`src/inc/spmc_defs.svh`:
```
`ifndef SPMC_DEFS_SVH
`define SPMC_DEFS_SVH
// Register indices as printed; byte address is four times the index.
`define SPMC_IDX_FACTORY 8'h0d
`define SPMC_IDX_PWRCTL 8'h0e
`define SPMC_IDX_SLEEPDLY 8'h0f
`define SPMC_IDX_STATUS 8'h10
`define SPMC_ADDR_FACTORY 12'h034
`define SPMC_ADDR_PWRCTL 12'h038
`define SPMC_ADDR_SLEEPDLY 12'h03c
`define SPMC_ADDR_STATUS 12'h040
// Field positions.
`define SPMC_PLL_KEEP_BIT 5
`define SPMC_MODE_HI 4
`define SPMC_MODE_LO 3
// Reset values.
`define SPMC_FACTORY_RST 8'h00
`define SPMC_PWRCTL_RST 8'h00
`define SPMC_SLEEPDLY_RST 8'h50
// Timing: one go-sleep unit is 20 ms.
`define SPMC_UNIT_MS 20
`define SPMC_CLK_MHZ 250
`define SPMC_UNIT_CYCLES (`SPMC_UNIT_MS * 1000 * `SPMC_CLK_MHZ)
`endif

```
`src/inc/spmc_pkg.sv`:
```
package spmc_pkg;
  typedef enum logic [1:0] {
    spmc_full_power_state = 2'b00,
    spmc_energy_watch_state = 2'b01,
    spmc_soft_shutdown_state = 2'b10,
    spmc_reduced_power_state = 2'b11
  } spmc_mode_t;
  typedef enum logic [1:0] {
    spmc_st_awake = 2'b00,
    spmc_st_watching = 2'b01,
    spmc_st_asleep = 2'b10
  } spmc_ed_state_t;
endpackage

```
`src/rtl/spmc_power_ctrl.sv`:
```
// Local design decision: the APB interface to the registers.
`timescale 1ns/1ps
`include "spmc_defs.svh"
// Summary of operation
// - Mode field: 00 full, 01 watch, 10 shutdown, 11 reduced.
// - Mode field resets to 00, full power.
// - PLL bit 0 permits, 1 blocks shutdown; watch only.
// - Sleep only after continuous no-energy; energy restarts timing.
// - Go-sleep value counts in 20 ms units.
// - Go-sleep value resets to 80, 1.6 s.
module spmc_power_ctrl #(
  parameter logic [23:0] UNIT_CYCLES = 24'(`SPMC_UNIT_CYCLES)
) (
  input wire logic pclk,
  input wire logic presetn,
  input wire logic clk_en,
  input wire logic psel,
  input wire logic penable,
  input wire logic pwrite,
  input wire logic [11:0] paddr,
  input wire logic [31:0] pwdata,
  output logic [31:0] prdata,
  output logic pready,
  output logic pslverr,
  input wire logic energy_detect,
  output logic pll_power_down,
  output logic clocks_gated,
  output logic soft_shutdown,
  output logic reduced_power,
  output logic traffic_enable
);
  logic energy_s;
  logic pll_keep_reg, pll_keep_next;
  spmc_pkg::spmc_mode_t mode_reg, mode_next;
  logic [7:0] sleepdly_reg, sleepdly_next;
  spmc_pkg::spmc_ed_state_t ed_reg, ed_next;
  logic [23:0] unit_cnt_reg, unit_cnt_next;
  logic [7:0] units_reg, units_next;
  logic [31:0] prdata_reg, prdata_next;
  logic pready_reg, pready_next;
  logic pslverr_reg, pslverr_next;
  logic pll_pd_reg, pll_pd_next;
  logic gated_reg, gated_next;
  logic shut_reg, shut_next;
  logic reduced_reg, reduced_next;
  logic traffic_reg, traffic_next;
  logic access, hit;

  spmc_sync u_energy_sync (
    .pclk(pclk),
    .presetn(presetn),
    .ce(clk_en),
    .d(energy_detect),
    .q(energy_s)
  );

  assign access = psel && penable && !pready_reg;
  always_comb begin
    hit = (paddr == `SPMC_ADDR_FACTORY) || (paddr == `SPMC_ADDR_PWRCTL) ||
          (paddr == `SPMC_ADDR_SLEEPDLY) || (paddr == `SPMC_ADDR_STATUS);
  end

  // Register file: one wait state, answer in the second access cycle.
  always_comb begin
    pll_keep_next = pll_keep_reg;
    mode_next = mode_reg;
    sleepdly_next = sleepdly_reg;
    prdata_next = prdata_reg;
    pready_next = 1'b0;
    pslverr_next = 1'b0;
    if (access) begin
      pready_next = 1'b1;
      pslverr_next = !hit;
      prdata_next = 32'h0;
      if (pwrite) begin
        if (paddr == `SPMC_ADDR_PWRCTL) begin
          // A plain write takes effect at once, shutdown included.
          pll_keep_next = pwdata[`SPMC_PLL_KEEP_BIT];
          mode_next = spmc_pkg::spmc_mode_t'(pwdata[`SPMC_MODE_HI:`SPMC_MODE_LO]);
        end else if (paddr == `SPMC_ADDR_SLEEPDLY) begin
          sleepdly_next = pwdata[7:0];
        end
      end else begin
        case (paddr)
          `SPMC_ADDR_FACTORY: prdata_next = {24'h0, `SPMC_FACTORY_RST};
          `SPMC_ADDR_PWRCTL: prdata_next = {26'h0, pll_keep_reg, mode_reg, 3'h0};
          `SPMC_ADDR_SLEEPDLY: prdata_next = {24'h0, sleepdly_reg};
          `SPMC_ADDR_STATUS: prdata_next = {29'h0, energy_s, ed_reg};
          default: prdata_next = 32'h0;
        endcase
      end
    end
  end

  // Energy-watch timer: a unit counter of 20 ms and a unit tally.
  always_comb begin
    ed_next = ed_reg;
    unit_cnt_next = unit_cnt_reg;
    units_next = units_reg;
    if (mode_reg != spmc_pkg::spmc_energy_watch_state) begin
      ed_next = spmc_pkg::spmc_st_awake;
      unit_cnt_next = 24'h0;
      units_next = 8'h0;
    end else begin
      case (ed_reg)
        spmc_pkg::spmc_st_awake: begin
          ed_next = spmc_pkg::spmc_st_watching;
          unit_cnt_next = 24'h0;
          units_next = 8'h0;
        end
        spmc_pkg::spmc_st_watching: begin
          if (energy_s) begin
            unit_cnt_next = 24'h0;
            units_next = 8'h0;
          end else if (units_reg >= sleepdly_reg) begin
            ed_next = spmc_pkg::spmc_st_asleep;
          end else if (unit_cnt_reg == UNIT_CYCLES - 24'h1) begin
            unit_cnt_next = 24'h0;
            units_next = units_reg + 8'h1;
          end else begin
            unit_cnt_next = unit_cnt_reg + 24'h1;
          end
        end
        spmc_pkg::spmc_st_asleep: begin
          if (energy_s) begin
            ed_next = spmc_pkg::spmc_st_watching;
            unit_cnt_next = 24'h0;
            units_next = 8'h0;
          end
        end
        default: ed_next = spmc_pkg::spmc_st_awake;
      endcase
    end
  end

  // Output decode of the mode field and the energy-watch state.
  // The mode term keeps the PLL up in the cycle after software leaves energy watch.
  always_comb begin
    shut_next = (mode_reg == spmc_pkg::spmc_soft_shutdown_state);
    reduced_next = (mode_reg == spmc_pkg::spmc_reduced_power_state);
    gated_next = shut_next || (ed_reg == spmc_pkg::spmc_st_asleep);
    pll_pd_next = (ed_reg == spmc_pkg::spmc_st_asleep) && (mode_reg == spmc_pkg::spmc_energy_watch_state) &&
                  !pll_keep_reg;
    traffic_next = !shut_next && (ed_reg != spmc_pkg::spmc_st_asleep);
  end

  always_ff @(posedge pclk or negedge presetn) begin
    if (!presetn) begin
      pll_keep_reg <= 1'b0;
      mode_reg <= spmc_pkg::spmc_full_power_state;
      sleepdly_reg <= `SPMC_SLEEPDLY_RST;
      ed_reg <= spmc_pkg::spmc_st_awake;
      unit_cnt_reg <= 24'h0;
      units_reg <= 8'h0;
      prdata_reg <= 32'h0;
      pready_reg <= 1'b0;
      pslverr_reg <= 1'b0;
      pll_pd_reg <= 1'b0;
      gated_reg <= 1'b0;
      shut_reg <= 1'b0;
      reduced_reg <= 1'b0;
      traffic_reg <= 1'b1;
    end else if (clk_en) begin
      pll_keep_reg <= pll_keep_next;
      mode_reg <= mode_next;
      sleepdly_reg <= sleepdly_next;
      ed_reg <= ed_next;
      unit_cnt_reg <= unit_cnt_next;
      units_reg <= units_next;
      prdata_reg <= prdata_next;
      pready_reg <= pready_next;
      pslverr_reg <= pslverr_next;
      pll_pd_reg <= pll_pd_next;
      gated_reg <= gated_next;
      shut_reg <= shut_next;
      reduced_reg <= reduced_next;
      traffic_reg <= traffic_next;
    end
  end

  assign prdata = prdata_reg;
  assign pready = pready_reg;
  assign pslverr = pslverr_reg;
  assign pll_power_down = pll_pd_reg;
  assign clocks_gated = gated_reg;
  assign soft_shutdown = shut_reg;
  assign reduced_power = reduced_reg;
  assign traffic_enable = traffic_reg;

  property p_mode_decode;
    @(posedge pclk) disable iff (!presetn)
    clk_en |=> (soft_shutdown == $past(mode_reg == spmc_pkg::spmc_soft_shutdown_state)) &&
               (reduced_power == $past(mode_reg == spmc_pkg::spmc_reduced_power_state));
  endproperty
  a_mode_decode: assert property (p_mode_decode) else $error("Mode decode mismatch.");

  property p_reset_mode;
    @(posedge pclk) $rose(presetn) |-> mode_reg == spmc_pkg::spmc_full_power_state;
  endproperty
  a_reset_mode: assert property (p_reset_mode) else $error("Mode not full power after reset.");

  property p_shut_write;
    @(posedge pclk) disable iff (!presetn)
    (clk_en && access && pwrite && paddr == `SPMC_ADDR_PWRCTL && pwdata[4:3] == 2'b10) ##1 clk_en
      |=> soft_shutdown;
  endproperty
  a_shut_write: assert property (p_shut_write) else $error("Shutdown write ignored.");

  property p_pll_only_sleep;
    @(posedge pclk) disable iff (!presetn)
    pll_power_down |-> $past(ed_reg == spmc_pkg::spmc_st_asleep) && !$past(pll_keep_reg);
  endproperty
  a_pll_only_sleep: assert property (p_pll_only_sleep) else $error("PLL down outside sleep.");

  property p_energy_restart;
    @(posedge pclk) disable iff (!presetn)
    (clk_en && energy_s && ed_reg == spmc_pkg::spmc_st_watching) |=> units_reg == 8'h0;
  endproperty
  a_energy_restart: assert property (p_energy_restart) else $error("Energy did not restart timing.");

  property p_unit_bound;
    @(posedge pclk) disable iff (!presetn)
    unit_cnt_reg < UNIT_CYCLES;
  endproperty
  a_unit_bound: assert property (p_unit_bound) else $error("Unit counter overran 20 ms.");

  property p_sleep_enough;
    @(posedge pclk) disable iff (!presetn)
    (clk_en && ed_reg == spmc_pkg::spmc_st_watching && ed_next == spmc_pkg::spmc_st_asleep)
      |-> units_reg >= sleepdly_reg;
  endproperty
  a_sleep_enough: assert property (p_sleep_enough) else $error("Slept too early.");

  property p_dly_reset;
    @(posedge pclk) $rose(presetn) |-> sleepdly_reg == 8'h50;
  endproperty
  a_dly_reset: assert property (p_dly_reset) else $error("Go-sleep reset value wrong.");

  property p_wake;
    @(posedge pclk) disable iff (!presetn)
    (clk_en && ed_reg == spmc_pkg::spmc_st_asleep && energy_s &&
     mode_reg == spmc_pkg::spmc_energy_watch_state) ##1 clk_en ##1 clk_en |-> traffic_enable && !pll_power_down;
  endproperty
  a_wake: assert property (p_wake) else $error("No wake on energy.");

  c_sleep: cover property (@(posedge pclk) disable iff (!presetn) $rose(clocks_gated));
  c_wake: cover property (@(posedge pclk) disable iff (!presetn) $fell(clocks_gated));
  c_shut: cover property (@(posedge pclk) disable iff (!presetn) $rose(soft_shutdown));
  c_err: cover property (@(posedge pclk) disable iff (!presetn) pready && pslverr);
endmodule // spmc_power_ctrl

```
`src/rtl/spmc_sync.sv`:
```
`timescale 1ns/1ps
// Three-stage synchroniser; the output changes once stages two and three agree.
module spmc_sync (
  input wire logic pclk,
  input wire logic presetn,
  input wire logic ce,
  input wire logic d,
  output logic q
);
  logic [2:0] s_reg;
  logic [2:0] s_next;
  logic q_reg;
  logic q_next;

  always_comb begin
    s_next = s_reg;
    q_next = q_reg;
    if (ce) begin
      s_next = {s_reg[1:0], d};
      if (s_reg[1] == s_reg[2]) begin
        q_next = s_reg[2];
      end
    end
  end

  always_ff @(posedge pclk or negedge presetn) begin
    if (!presetn) begin
      s_reg <= 3'h0;
      q_reg <= 1'b0;
    end else begin
      s_reg <= s_next;
      q_reg <= q_next;
    end
  end

  assign q = q_reg;
endmodule // spmc_sync

```
`config.mk`:
```
export PLATFORM = sky130hd
export DESIGN_NAME = spmc_power_ctrl
export DESIGN_NICKNAME = d
export VERILOG_FILES = /design/src/inc/spmc_pkg.sv /design/src/rtl/spmc_power_ctrl.sv /design/src/rtl/spmc_sync.sv
export VERILOG_INCLUDE_DIRS = /design/src /design/src/inc
export SDC_FILE = /design/constraint.sdc
export NUM_CORES = 1
export LEC_CHECK = 0
export ABC_CLOCK_PERIOD_IN_PS = 4700
export BUFFER_PORTS_ARGS = -buffer_cell sky130_fd_sc_hd__buf_2
export CAP_MARGIN = 15
export CORE_ASPECT_RATIO = 1.5
export CORE_MARGIN = 2
export CORE_UTILIZATION = 37
export CTS_BUF_LIST = sky130_fd_sc_hd__clkbuf_8 sky130_fd_sc_hd__clkbuf_16
export DETAILED_ROUTE_END_ITERATION = 16
export HOLD_SLACK_MARGIN = 0.02
export PLACE_DENSITY = 0.56
export SKIP_CTS_REPAIR_TIMING = 1
export SYNTH_ARGS = -nofsm -noshare
export SYNTH_HDL_FRONTEND = slang
export SYNTH_HIERARCHICAL = 1
export SYNTH_SLANG_ARGS = --single-unit
```
`constraint.sdc`:
```
create_clock -name pclk -period 4.7 [get_ports pclk]
set_input_delay 0.235 -clock pclk [delete_from_list [all_inputs] [get_ports pclk]]
set_output_delay 0.235 -clock pclk [all_outputs]
set_load 0.1 [all_outputs]
```
==> reports/metrics.yaml <==
final_cells: 548
drt_wl_total_mm: 8.25
worst_ir_drop_vdd_v: 0.000194
fin_area_mm2: 0.00419
syn_avg_cell_area_um2: 9.50
synth-edff-count: 0
fin_skew_ns: 0.00909
endpoint_kind: "flop"
io_buffer_count: 41
place_inst: 532
ant_nets: 0
dieHeight_um: 126
finalCritPeriodShare_pct: 58.2
ys.flop_type: "dfrtp_1"
cts_sinks: 64
grt_first_pass_wirelength_mm: 13.9
setup_violations: 0
largest_reg_flops: 24
cts-root-buf: "clkbuf_16"
hold_class: "in -> async"
worstMarginPinSlew_ns: 0.864
fp.coreArea_mm2: 0.00969
cellPowerDensity_mw_per_mm2: 330
via_per_inst: 5.40
synth.top_cell.area_share_pct: 41.3
drive_gt1_share_pct: 19.9
fp.dieArea_mm2: 0.0108
synthCells: 389
boundaryPins: 90
rows: 44
maxCapViolations: 0
dr.pass1.iters: 4
crit_arrival_ns: 2.97
met1_usage_pct: 18.6
grt_use_met2_pct: 28.4
fin_tns_setup_ns: 0
startpoint_type: "flop"
rsz0062_at_grt: "false"
start_util_pct: 38.1
slew_viol_final: 0
clk_pin_slew_worst_paths_ns: 0.05
synthDistinctLibCells: 48
synth_top_area_cell: "dfrtp_1"
rr_worst_depth: 9
hpwlAfterDp_mm: 5.86
clkLatencyLatePin_ns: 0.33
cts_buffers: 9
globalRoute.totalOverflow: 0
drc: 0
htreeDepth: 3
ys_ff_latch: 64
crit_fanout: 27
grt_use_met3_pct: 3.12
hold_viol: 0
grt.busiest_layer: "met2"
grt_pass1_vias: 2925
required_ns: 4.93
wl_per_cell_um: 15.1
place_congestion: 0.780
grt_usage_pct: 16.3
n_antenna_cell: 0
synth.area.top_cells: "dfrtp_1 (41%), buf_4 (5.5%), o21ai_0 (5.3%), o31ai_1 (4.3%), ha_1 (3.4%)"
grt_start_max_net_pins: 65
vias: 2957
cts_tree: "yes"
drtIter0Drc: 191
p_leak_nw: 1.89
nets: 489
yosys_warnings: 6
clock_path_buffers: 2
fmax_ghz: 0.365
maxSlewHeadroom_pct: 42.0
critPathKind: "reg -> reg"
placement.cell_area_mm2: 0.00390
synth_area_mm2: 0.00370
ys_async_sr_fraction_pct: 100
area.growth.synth_to_final_pct: 13.3
finalCriticalPeriod_ns: 2.74
die_w_um: 85.6
ys_seq_area_share_pct: 43.4
outcome: "complete, no violations"
antenna_found_initial: 0
[cell usage in the layout (no fill, tap or decap), types with 6 or more instances in the layout]
master     netlist  final
nor2b_1          6      6
and3_1           6      6
o21ai_0         39     39
o31ai_1         21     21
inv_1           16     17
a21oi_1         18     18
dfrtp_1         61     61
clkbuf_16        0      9
ha_1            10     10
o21ai_1         15     15
conb_1           1     24
nand4_1          6      6
nand2b_1        11     11
and2_1           7      7
mux2_2           6      6
nand2_1         29     29
nor2_1          17     17
nand3_1         17     17
mux2_4           8      8
buf_2            2     41
[final timing paths]
kind	slack (ns)	endpoint	from
setup / recovery	1.96	unit_cnt_reg[14]$_DFFE_PN0P_	units_reg[0]$_DFFE_PN0P_
hold / removal	0.09	prdata[5]$_DFFE_PN0P_	presetn
setup reg to reg	1.96	unit_cnt_reg[14]$_DFFE_PN0P_	units_reg[0]$_DFFE_PN0P_
hold reg to reg	0.47	prdata[6]$_DFFE_PN0P_	prdata[6]$_DFFE_PN0P_
max in group asynchronous	4.07	unit_cnt_reg[16]$_DFFE_PN0P_	presetn
min in group pclk	0.14	sleepdly_reg[1]$_DFFE_PN0P_	pwdata[1]
[critical path, cell delays in order, from the launching register on]
cell	delay [ns]
dfrtp_1	0.43
inv_1	0.06
ha_1	0.26
nand2b_1	0.13
a2111o_1	0.47
a21oi_1	0.38
o21ai_2	0.07
buf_4	0.22
nand2b_4	0.29
o31ai_1	0.30
[area by class of cell]
| cell class | instances | area [µm²] |
|---|---|---|
| Timing Repair Buffer | 43 | 220 |
| Clock inverter | 7 | 63.8 |
| Inverter | 16 | 60.1 |
| Fill cell | 966 | 5500 |
| Tap cell | 115 | 144 |
| Sequential cell | 64 | 1610 |
| Multi-Input combinational cell | 294 | 1870 |
| Clock buffer | 9 | 225 |
[through the flow]
| step | utilization [%] | total power, mW | worst slack, ns | hold slack, ns |
|---|---|---|---|---|
| global placement | 40.3 | 0.746 | 1.97 | 0.456 |
| finish | 43.2 | 1.38 | 1.96 | 0.0909 |
| floorplan | - | 0.727 | 2.41 | -0.0606 |
| global route | 43.2 | 1.44 | 1.73 | 0.135 |
| detailed placement | 40.3 | 0.748 | 1.94 | 0.462 |
| CTS | 43.2 | 1.41 | 1.93 | 0.121 |
[power by group]
group	switching, mW	internal, mW
sequential	0.0131	0.563
clock	0.239	0.405
combinational	0.137	0.0252
total	0.389	0.992
[layer usage]
| layer | routed length, µm | vias up |
|---|---|---|
| li1 | - | 1447 |
| met1 | 3380 | 1421 |
| met2 | 4380 | 73 |
| met3 | 299 | 16 |
| met4 | 190 | 0 |
| met5 | 0 | - |
[Yosys cell counts (2+ instances only)]
cell and count:
inv_1 16, ha_1 10, a22o_1 3, buf_2 2
clkbuf_1 9, and2_1 7, dfstp_2 3, nand2b_1 11
o31ai_1 21, a21o_1 2, nor3_1 4, and3_1 6
a22oi_1 3, nand2_1 29, o21ai_2 2, a21oi_1 18
buf_4 27, mux2_4 8, or3_1 3, nand3_1 17
nand4_1 6, o21ai_1 15, o21ai_0 39, and4_1 5
nor4_1 4, a31oi_1 5, nand3b_1 4, o41ai_1 2
mux2i_1 3, nor2b_1 6, nor2_1 17, mux2_2 6
dfrtp_1 61
[cells by family after synthesis]
kind of cell | after synthesis | synth area share, %
compound gates | 113 | 18.8
other cells | 1 | 0.101
buf+inv | 54 | 8.29
simple gates | 130 | 20.1
flops | 64 | 43.4
mux | 17 | 5.89
fa+ha+maj | 10 | 3.39
Note: power is estimated with default switching activity, not from simulation.
